--- src/rtl/flow_interp_params.svh ---
`ifndef FLOW_INTERP_PARAMS_SVH
`define FLOW_INTERP_PARAMS_SVH
`define OP_RESTART 8'h30
`define OP_COUNT_DOWN 8'h31
`define OP_COND_CALL 8'h15
`define OP_SUB_RETURN 8'h1B
`define OP_MOVE_ACCU 8'h2E
`define OP_MOTOR_HALT 8'h03
`define OP_SPIN_RIGHT 8'h01
`define OP_SPIN_LEFT 8'h02
`define STATUS_OK 8'h64
`define STATUS_BAD_CMD 8'h02
`define STACK_DEPTH 4'h8
`define STACK_BITS 3
`define PC_RESET 32'h0000_0000
`endif

--- src/rtl/flow_interp_pkg.sv ---
package flow_interp_pkg;
    // decoded command fields, value carried most significant byte first
    typedef struct packed {
        logic [7:0] opcode;
        logic [7:0] kind;
        logic [7:0] bank;
        logic [31:0] value;
    } cmd_type;
    // target modes for the move command
    typedef enum logic [1:0] {
        fixed_target_mode,
        offset_target_mode,
        stored_point_mode,
        unused_target_mode
    } target_mode_type;
    // comparison and error flags from the rest of the interpreter
    typedef struct packed {
        logic result_null;
        logic match;
        logic above;
        logic below;
        logic timeout_fault;
        logic outside_alarm;
        logic deviation_fault;
        logic position_fault;
    } cond_flags_type;
    // start request toward the motion controller
    typedef struct packed {
        target_mode_type mode;
        logic [7:0] point_index;
        logic [31:0] target;
    } move_req_type;
endpackage : flow_interp_pkg

--- src/rtl/motion_program_flow_interpreter.sv ---
// Function
// count_down_branch decrements user variable, branches if non-zero
// zero result falls through to next command; bank field ignored
// flow commands accepted only from the stored program, not direct mode
// conditional call tests selected condition on last compare result
// condition codes 0..11: null, nonnull, match, differ, above..position
// false condition skips the call, continues after it
// true condition pushes program counter then loads supplied address
// return stack holds at most eight entries
// call with full stack is ignored; stack and counter unchanged
// move copies accumulator into target position and starts positioning
// type selects fixed, offset or stored point mode with bank index
// move is non-blocking: reply at once, further commands accepted
// ramp settings come from axis parameters, not from the command
// halt or spin command aborts an ongoing positioning move
// host keeps move distance within 2147483647 microsteps
// restart clears stacks and registers, then loads program counter
// direct-mode commands answered with status 100; here direct flow commands are answered with status 2
// frames are nine bytes with an 8-bit sum checksum
// subroutine_return pops the latest entry into the program counter
`timescale 1ns/100ps
`include "flow_interp_params.svh"

module motion_program_flow_interpreter (
    input wire logic clk_sys,
    input wire logic rst_b,
    input wire logic clk_en,
    input wire logic cmd_valid,
    input wire logic cmd_from_program,
    input wire flow_interp_pkg::cmd_type cmd,
    input wire logic [31:0] pc_current,
    input wire logic [31:0] accu,
    input wire flow_interp_pkg::cond_flags_type cond_flags,
    input wire logic [31:0] var_rd_data,
    output logic [7:0] var_addr_r,
    output logic var_wr_r,
    output logic [31:0] var_wr_data_r,
    output logic pc_load_r,
    output logic [31:0] pc_load_value_r,
    output logic regs_clear_r,
    output logic move_start_r,
    output flow_interp_pkg::move_req_type move_req_r,
    output logic move_abort_r,
    output logic reply_valid_r,
    output logic [7:0] reply_status_r,
    output logic [7:0] reply_opcode_r,
    output logic [3:0] stack_level_r
);
    logic [31:0] stack_mem [0:`STACK_DEPTH-1];
    logic busy_r;
    logic [31:0] dec_value;
    logic flow_op;
    logic cond_true;
    logic take_call;
    logic take_ret;

    // condition decode shared by the call logic and its checks
    function automatic logic cond_eval(input logic [7:0] code,
        input flow_interp_pkg::cond_flags_type f);
        unique case (code)
            8'h00: cond_eval = f.result_null;
            8'h01: cond_eval = !f.result_null;
            8'h02: cond_eval = f.match;
            8'h03: cond_eval = !f.match;
            8'h04: cond_eval = f.above;
            8'h05: cond_eval = f.above || f.match;
            8'h06: cond_eval = f.below;
            8'h07: cond_eval = f.below || f.match;
            8'h08: cond_eval = f.timeout_fault;
            8'h09: cond_eval = f.outside_alarm;
            8'h0A: cond_eval = f.deviation_fault;
            8'h0B: cond_eval = f.position_fault;
            default: cond_eval = 1'b0;
        endcase
    endfunction : cond_eval

    // command classification
    assign flow_op = (cmd.opcode == `OP_COUNT_DOWN) ||
        (cmd.opcode == `OP_COND_CALL) || (cmd.opcode == `OP_RESTART) ||
        (cmd.opcode == `OP_SUB_RETURN);
    // a write still in flight is forwarded so back-to-back loops count right
    assign dec_value = ((var_wr_r && var_addr_r == cmd.kind) ?
        var_wr_data_r : var_rd_data) - 32'h0000_0001;
    assign cond_true = cond_eval(cmd.kind, cond_flags);
    assign take_call = clk_en && cmd_valid && cmd_from_program &&
        cmd.opcode == `OP_COND_CALL && cond_true &&
        stack_level_r != `STACK_DEPTH;
    assign take_ret = clk_en && cmd_valid && cmd_from_program &&
        cmd.opcode == `OP_SUB_RETURN && stack_level_r != 4'h0;

    // user variable index follows the loop command's type field
    always_ff @(posedge clk_sys) begin
        if (!rst_b) begin
            var_addr_r <= 8'h00;
        end else if (clk_en && cmd_valid) begin
            var_addr_r <= cmd.kind;
        end
    end

    // count-down: variable is read in the command cycle, written next
    always_ff @(posedge clk_sys) begin
        if (!rst_b) begin
            var_wr_r <= 1'b0;
            var_wr_data_r <= 32'h0000_0000;
        end else if (clk_en) begin
            var_wr_r <= cmd_valid && cmd_from_program &&
                cmd.opcode == `OP_COUNT_DOWN;
            var_wr_data_r <= dec_value;
        end
    end

    // return stack: push on a taken call, pop on return, flush on restart
    always_ff @(posedge clk_sys) begin
        if (!rst_b) begin
            stack_level_r <= 4'h0;
        end else if (clk_en && cmd_valid && cmd_from_program) begin
            if (cmd.opcode == `OP_RESTART) begin
                stack_level_r <= 4'h0;
            end else if (take_call) begin
                stack_level_r <= stack_level_r + 4'h1;
            end else if (take_ret) begin
                stack_level_r <= stack_level_r - 4'h1;
            end
        end
    end

    // return address storage
    always_ff @(posedge clk_sys) begin
        if (take_call) begin
            stack_mem[stack_level_r[`STACK_BITS-1:0]] <= pc_current;
        end
    end

    // program counter loads for branch, call, return and restart
    always_ff @(posedge clk_sys) begin
        if (!rst_b) begin
            pc_load_r <= 1'b0;
            pc_load_value_r <= `PC_RESET;
            regs_clear_r <= 1'b0;
        end else if (clk_en) begin
            pc_load_r <= 1'b0;
            regs_clear_r <= 1'b0;
            if (cmd_valid && cmd_from_program) begin
                unique case (cmd.opcode)
                    `OP_COUNT_DOWN: begin
                        pc_load_r <= dec_value != 32'h0000_0000;
                        pc_load_value_r <= cmd.value;
                    end
                    `OP_COND_CALL: begin
                        pc_load_r <= take_call;
                        pc_load_value_r <= cmd.value;
                    end
                    `OP_SUB_RETURN: begin
                        pc_load_r <= take_ret;
                        pc_load_value_r <=
                            stack_mem[3'(stack_level_r - 4'h1)];
                    end
                    `OP_RESTART: begin
                        pc_load_r <= 1'b1;
                        regs_clear_r <= 1'b1;
                        pc_load_value_r <= cmd.value;
                    end
                    default: pc_load_r <= 1'b0;
                endcase
            end
        end
    end

    // move start and abort toward the motion controller
    always_ff @(posedge clk_sys) begin
        if (!rst_b) begin
            move_start_r <= 1'b0;
            move_abort_r <= 1'b0;
            move_req_r <= '0;
            busy_r <= 1'b0;
        end else if (clk_en) begin
            move_start_r <= 1'b0;
            move_abort_r <= 1'b0;
            if (cmd_valid && cmd.opcode == `OP_MOVE_ACCU &&
                cmd.kind < 8'h03) begin
                move_start_r <= 1'b1;
                busy_r <= 1'b1;
                move_req_r.target <= accu;
                move_req_r.mode <=
                    flow_interp_pkg::target_mode_type'(cmd.kind[1:0]);
                move_req_r.point_index <= cmd.bank;
            end else if (cmd_valid && (cmd.opcode == `OP_MOTOR_HALT ||
                cmd.opcode == `OP_SPIN_LEFT ||
                cmd.opcode == `OP_SPIN_RIGHT)) begin
                move_abort_r <= busy_r;
                busy_r <= 1'b0;
            end
        end
    end

    // direct-mode reply one cycle after the command, move included
    always_ff @(posedge clk_sys) begin
        if (!rst_b) begin
            reply_valid_r <= 1'b0;
            reply_status_r <= 8'h00;
            reply_opcode_r <= 8'h00;
        end else if (clk_en) begin
            reply_valid_r <= cmd_valid && !cmd_from_program;
            reply_opcode_r <= cmd.opcode;
            reply_status_r <= flow_op ? `STATUS_BAD_CMD : `STATUS_OK;
        end
    end

    a_call_push: assert property (@(posedge clk_sys) disable iff (!rst_b)
        take_call |=> pc_load_r && stack_level_r == $past(stack_level_r) + 4'h1
    ) else $error("call did not push");
    a_stack_bound: assert property (@(posedge clk_sys) disable iff (!rst_b)
        stack_level_r <= `STACK_DEPTH) else $error("stack overflow");
    a_full_ignore: assert property (@(posedge clk_sys) disable iff (!rst_b)
        clk_en && cmd_valid && cmd_from_program && cmd.opcode == `OP_COND_CALL
        && stack_level_r == `STACK_DEPTH |=> !pc_load_r && stack_level_r ==
        `STACK_DEPTH) else $error("full call not ignored");
    a_false_skip: assert property (@(posedge clk_sys) disable iff (!rst_b)
        clk_en && cmd_valid && cmd.opcode == `OP_COND_CALL && !cond_true
        |=> !pc_load_r) else $error("false call branched");
    a_loop_branch: assert property (@(posedge clk_sys) disable iff (!rst_b)
        clk_en && cmd_valid && cmd_from_program && cmd.opcode ==
        `OP_COUNT_DOWN |=> var_wr_r && pc_load_r == (var_wr_data_r != 0))
        else $error("loop branch wrong");
    a_direct_refuse: assert property (@(posedge clk_sys) disable iff (!rst_b)
        clk_en && cmd_valid && !cmd_from_program && flow_op
        |=> !pc_load_r && reply_status_r == `STATUS_BAD_CMD)
        else $error("direct flow command executed");
    a_move_target: assert property (@(posedge clk_sys) disable iff (!rst_b)
        move_start_r |-> move_req_r.target == $past(accu))
        else $error("move target not accumulator");
    a_restart_clear: assert property (@(posedge clk_sys) disable iff (!rst_b)
        clk_en && cmd_valid && cmd_from_program && cmd.opcode == `OP_RESTART
        |=> stack_level_r == 4'h0 && regs_clear_r && pc_load_r)
        else $error("restart incomplete");
    a_ok_reply: assert property (@(posedge clk_sys) disable iff (!rst_b)
        clk_en && cmd_valid && !cmd_from_program && cmd.opcode ==
        `OP_MOVE_ACCU |=> reply_valid_r && reply_status_r == `STATUS_OK)
        else $error("move reply missing");
    c_call_taken: cover property (@(posedge clk_sys) take_call);
    c_stack_full: cover property (@(posedge clk_sys)
        stack_level_r == `STACK_DEPTH);
    c_move_abort: cover property (@(posedge clk_sys) move_abort_r);
    c_return: cover property (@(posedge clk_sys) take_ret);
endmodule : motion_program_flow_interpreter

--- config.mk ---
export PLATFORM = sky130hd
export DESIGN_NAME = motion_program_flow_interpreter
export DESIGN_NICKNAME = d
export VERILOG_FILES = /design/src/rtl/flow_interp_pkg.sv /design/src/rtl/motion_program_flow_interpreter.sv
export VERILOG_INCLUDE_DIRS = /design/src /design/src/rtl
export SDC_FILE = /design/constraint.sdc
export NUM_CORES = 1
export LEC_CHECK = 0
export BUFFER_PORTS_ARGS = -buffer_cell sky130_fd_sc_hd__buf_2
export CAP_MARGIN = 20
export CELL_PAD_IN_SITES_DETAIL_PLACEMENT = 0
export CELL_PAD_IN_SITES_GLOBAL_PLACEMENT = 1
export CORE_UTILIZATION = 49
export CTS_CLUSTER_SIZE = 40
export DETAILED_ROUTE_END_ITERATION = 10
export PLACE_DENSITY = 0.89
export SYNTH_ARGS = -nofsm -noshare
export SYNTH_HDL_FRONTEND = slang
export SYNTH_SLANG_ARGS = --single-unit
--- constraint.sdc ---
create_clock -name clk_sys -period 16.7 [get_ports clk_sys]
set_input_delay 4.175 -clock clk_sys [delete_from_list [all_inputs] [get_ports clk_sys]]
set_output_delay 4.175 -clock clk_sys [all_outputs]
set_load 0.01 [all_outputs]
# After elaboration in Yosys (flattened, before gate mapping)
# Memory sizes are Yosys's and may differ from the RTL's.
# Index checks and enable logic that the tools add are counted.
# word_totals
reg_bits	141
ramBits	256
inputBits	165
elab_cells	95
memories	1
# memory_table
name	depth	word_bits	rd	rd_clocked_by_memory_dff	write_ports	line	source
stack_mem	8	32	1	0	1	motion_program_flow_interpreter.sv:49	logic [31:0] stack_mem [0:`STACK_DEPTH-1];
# op_classes
add_sub_neg	3
n_lt_le_gt_ge	1
n_eq_ne	21
mux	18
n_reduce_logical	35
# ops
cell	n
one-hot mux 32 bit (2 select lines)	1
== test 8 x 2 -> 1 bit, second input constant	4
== test 8 x 3 -> 1 bit, second input constant	4
== test 8 x 4 -> 1 bit, second input constant	4
two-way mux 32 bit	1
nonzero test 32 bit	1
subtractor 32 x 1 -> 32 bit, second input constant	1
== test 8 x 6 -> 1 bit, second input constant	3
== test 8 x 1 -> 1 bit, second input constant	2
== test 8 x 5 -> 1 bit, second input constant	2
logical AND 1 bit	14
two-way mux 4 bit	3
one-hot mux 1 bit (12 select lines)	1
two-way mux 1 bit	10
== test 8 bit	1
zero test 8 bit	1
< comparator 8 x 2 -> 1 bit, second input constant	1
logical OR 1 bit	7
two-way mux 7 bit	1
AND reduction 2 bit	3
adder 4 x 1 -> 4 bit, second input constant	1
inequality test 4 bit, second input constant	1
one-hot mux 1 bit (4 select lines)	1
nonzero test 2 bit	2
other kinds (6)	8

# Depth between registers and ports, before layout
# logic_depth
depth_word	7
ltp_mapped	18

# Least setup slack after synthesis
# No wires, ideal clock.
# synth_path
path_kind	input port to flip-flop
startpoint	input cmd[44] (netlist name)
endpoint	memory stack_mem[1][0], enable pin
arrival_time_ps	7897
required_ps	16239
path_slack_ps	8342
cell_stages	6
path_buffers	0
cell_sequence	or4_1 or2_2 nor3_1 o31ai_1 or2_2 nor3_1
# synth_between
elab_chain_len	6
# synth_rtl
item	line	source
start: declaration	motion_program_flow_interpreter.sv:30	input wire flow_interp_pkg::cmd_type cmd,
== test 8 x 4 -> 1 bit, or another cell as far along	motion_program_flow_interpreter.sv:60	unique case (code)
one-hot mux 1 bit (12 select lines) *	motion_program_flow_interpreter.sv:60	
logical AND 1 bit *	motion_program_flow_interpreter.sv:85	assign take_call = clk_en && cmd_valid && cmd_from_program &&
logical AND 1 bit (no line) *	-	
two-way mux 1 bit *	motion_program_flow_interpreter.sv:129	if (take_call) begin
two-way mux 1 bit *	motion_program_flow_interpreter.sv:130	stack_mem[stack_level_r[`STACK_BITS-1:0]] <= pc_current;
end: declaration	motion_program_flow_interpreter.sv:49	
# Mark *: on every way between the ends. The rest lies on a longest branch, timed or not.

# Worst setup path in the final report
# layout_path
startpoint	input cmd[41] (netlist name)
endpoint	register pc_load_r
# layout_between
elab_chain_len	7
# layout_rtl
item	line	source
== test 8 bit	motion_program_flow_interpreter.sv:82	assign dec_value = ((var_wr_r && var_addr_r == cmd.kind) ?
logical AND 1 bit	motion_program_flow_interpreter.sv:82	
two-way mux 32 bit	motion_program_flow_interpreter.sv:82	
subtractor 32 x 1 -> 32 bit	motion_program_flow_interpreter.sv:83	var_wr_data_r : var_rd_data) - 32'h0000_0001;
via dec_value[0]	motion_program_flow_interpreter.sv:51	logic [31:0] dec_value;
nonzero test 32 bit	motion_program_flow_interpreter.sv:146	pc_load_r <= dec_value != 32'h0000_0000;
one-hot mux 1 bit (4 select lines)	motion_program_flow_interpreter.sv:144	unique case (cmd.opcode)
two-way mux 1 bit	motion_program_flow_interpreter.sv:143	if (cmd_valid && cmd_from_program) begin
end signal: assignment	motion_program_flow_interpreter.sv:150	pc_load_r <= take_call;
end signal: assignment	motion_program_flow_interpreter.sv:154	pc_load_r <= take_ret;
end: declaration	motion_program_flow_interpreter.sv:38	output logic pc_load_r,
# The timed path passes the listed nets, and every way through them passes these cells.
# A chain may end at the register's enable or synchronous reset.

==> impl_metrics.yaml <==
outcome:
  outcome: "finished clean"
routing:
  viasPerCell: 5.70
  num_vias: 12100
  drc_errors: 0
  wl_met2_mm: 21.0
  dr.max_layer_used: "met5"
  firstDrtPassIters: 4
  postRouteAntennaNets: 0
  wl_met1_mm: 18.5
  wire_per_inst_um: 20.9
  drt_first_iter_violations: 1053
  met3_length_mm: 3.60
  wl_mm: 44.3
grt:
  overflow: 0
  antenna_found_initial: 11
  grt_pass1_wl_mm: 67.2
  grt_pass1_vias: 11600
  grt_usage_pct: 24.3
  grt_max_degree: 98
finish:
  final_net_count: 1798
  utilization_pct: 59.3
  stdcell_count: 2122
  drive_gt1_share_pct: 28.6
  layout_commonest_cell: "buf_2"
  syn2layout_area_growth_pct: 18.7
  final_cell_mix: "299 x buf_2, 256 x edfxtp_1, 205 x nand2_1"
sta:
  slew_headroom_pct: 33.7
  period_needed_ns: 8.04
  rsz0062_at_grt: "no"
  tns_ns: 0
  fin_skew_ns: 0.0159
  hold_viol: 0
  max_freq_mhz: 124
  final_max_slew_viol_count: 0
  fin_crit_sh_pct: 48.2
  finalSetupViolCount: 0
  tightestPinTransition_ns: 0.987
setup_path:
  r2r_start: "var_addr_r[7]"
  path_cells: "buf_2 -> xnor2_1 -> nand4_1 -> or3_1 -> buf_4 -> mux2i_1 -> ha_1 -> nor3b_1 -> nand3_1 -> nor3_1 -> mux2i_1 -> a211oi_1 -> xor2_1 -> nand4_1 -> nor4_2 -> a21oi_1"
  cp-start-kind: "primary input"
  critPathMaxFanout: 59
  critPathBufInv: 2
  endpoint_kind: "register"
  worstSetupPathType: "primary input to register"
  cp-startpoint: "cmd[41]"
  cp_slowest_cell: "or3_1"
  worstPathArrival_ns: 8.45
  max_stage_delay_ns: 0.37
  cp_top_family: "simple AND/OR/NAND/NOR gates"
  required_ns: 17.11
clocking:
  cts_max_level: 2
  cts_tree: "done"
  clk_pin_slew_ns: 0.06
  cts_max_path_buffers: 3
  worstSkewPairLatency_ns: 0.55
  post_cts_resized: 0
  root_buffer: "clkbuf_16"
  post-cts-setup-buffers: 0
  clock-sinks: 391
  cts_buffers: 41
  cts_hold_buffers: 0
logic_synthesis:
  ys_ff_latch: 391
  async_flop_share_pct: 0
  synth-edff-count: 256
  ys.flop_type: "edfxtp_1"
  synthCells: 1353
  yosysSeqAreaShare_pct: 60.3
  syn_area_um2: 17200
  yosysWarnings: 0
  syn_avg_cell_area_um2: 12.7
  synth_cell_types: 55
placement:
  portBuffers: 300
  hpwl_mm: 29.0
  gp_congestion: 0.936
  dp.cells: 2041
run:
  max_cap_viol_count: 0
die:
  fp.dieH_um: 190
  io_pins: 305
  die_w_um: 190
  start_util_pct: 49.9
  coreArea_um2: 34500
  die_area_um2: 35900
  fp-row-count: 68
pwr:
  power_density_nw_per_um2: 98.3
  irDropWorstVdd_mv: 0.0788
  leakage_nw: 7.67
worst_hold_path:
  hold_path_class: "register to register"
  hold_start: "pc_load_value_r[3]"
-- worst reg2reg max path, stage by stage, from the launching register on --
cell	delay (ns)
dfxtp_1	0.43
xnor2_1	0.17
nand4_1	0.15
or3_1	0.37
buf_4	0.31
mux2i_1	0.34
ha_1	0.35
nor3b_1	0.29
nand3_1	0.37
nor3_1	0.37
mux2i_1	0.26
a211oi_1	0.32
xor2_1	0.21
nand4_1	0.13
nor4_2	0.29
a21oi_1	0.09
-- kinds of logic after synthesis --
group | after synthesis | synth area share (%)
buffers and inverters | 102 | 2.43
adders and majority gates | 4 | 0.290
AOI/OAI and AO/OA | 222 | 8.90
other | 1 | 0.0217
and+or+nand+nor | 438 | 12.4
DFF | 391 | 60.3
muxes | 145 | 13.2
xor gates and xnor gates | 50 | 2.54
-- cell type report --
type | instances | area, µm²
antenna | 5 | 12.5
multi-input combinational | 863 | 6520
inverter | 12 | 45.0
clock buffer | 49 | 1060
fill | 2791 | 14100
sequential | 391 | 10400
clock inverter | 27 | 216
timing repair buffer | 320 | 1650
tap | 455 | 569
-- registers in the layout (all words and copies together) (netlist names) --
signal           cells
reply_opcode_r       8
pc_load_r            1
reply_valid_r        1
busy_r               1
move_abort_r         1
var_addr_r           8
pc_load_value_r     32
stack_mem          256
var_wr_data_r       32
stack_level_r        4
reply_status_r       2
regs_clear_r         1
move_start_r         1
move_req_r          42
var_wr_r             1
-- stage by stage --
step,hold slack (ns),power [W],setup WS [ns],cell area [µm²]
6_report,0.458,0.00201,8.66,20500
5_1_grt,0.485,0.00207,8.22,20500
4_1_cts,0.462,0.00202,8.70,20500
3_5_place_dp,0.454,0.00117,8.16,19200
3_3_place_gp,0.446,0.00117,8.31,19200
2_1_floorplan,0.469,0.00112,8.34,17300
-- layer usage --
| metal | up-vias | track usage [%] |
|---|---|---|
| li1 | 5600 | - |
| met1 | 5881 | 32.4 |
| met2 | 511 | 39.2 |
| met3 | 83 | 5.70 |
| met4 | 12 | 8.03 |
| met5 | - | 0 |
-- synthesized netlist by cell type, types with 6 or more instances --
library cell	n	area, µm²
mux2i_1	73	731
nor2_1	38	143
and2_1	12	75.1
inv_1	12	45.0
buf_1	16	60.1
mux4_2	65	1460
nor4_1	18	113
mux2_2	6	67.6
or4_1	15	113
a21oi_1	27	135
a22oi_1	13	97.6
a21boi_0	87	653
o21a_1	6	45.0
xnor2_1	31	272
nor3_1	35	175
nor2b_1	45	282
o21ai_0	31	155
buf_4	6	45.0
nand2_1	205	769
nand3_1	16	80.1
edfxtp_1	256	7690
clkbuf_1	62	233
xor2_1	19	166
or3_1	19	119
nand4_1	6	37.5
dfxtp_1	135	2700
o211ai_1	33	248
-- power by group --
part | switching (W) | internal, W | leakage, nW
Sequential | 0.0000109 | 0.00104 | 3.40
Clock | 0.000384 | 0.000475 | 0.623
Combinational | 0.0000606 | 0.0000448 | 3.65
Total | 0.000455 | 0.00156 | 7.67
-- worst paths after layout --
path	end	slack, ns	depth (start not counted)
worst min-delay path	pc_load_value_r[3]	0.46	2
worst min register to register	pc_load_value_r[3]	0.46	2
worst max-delay path	pc_load_r	8.66	16
worst max register to register	pc_load_r	12.10	15
Note: power is estimated with default switching activity, not from simulation.
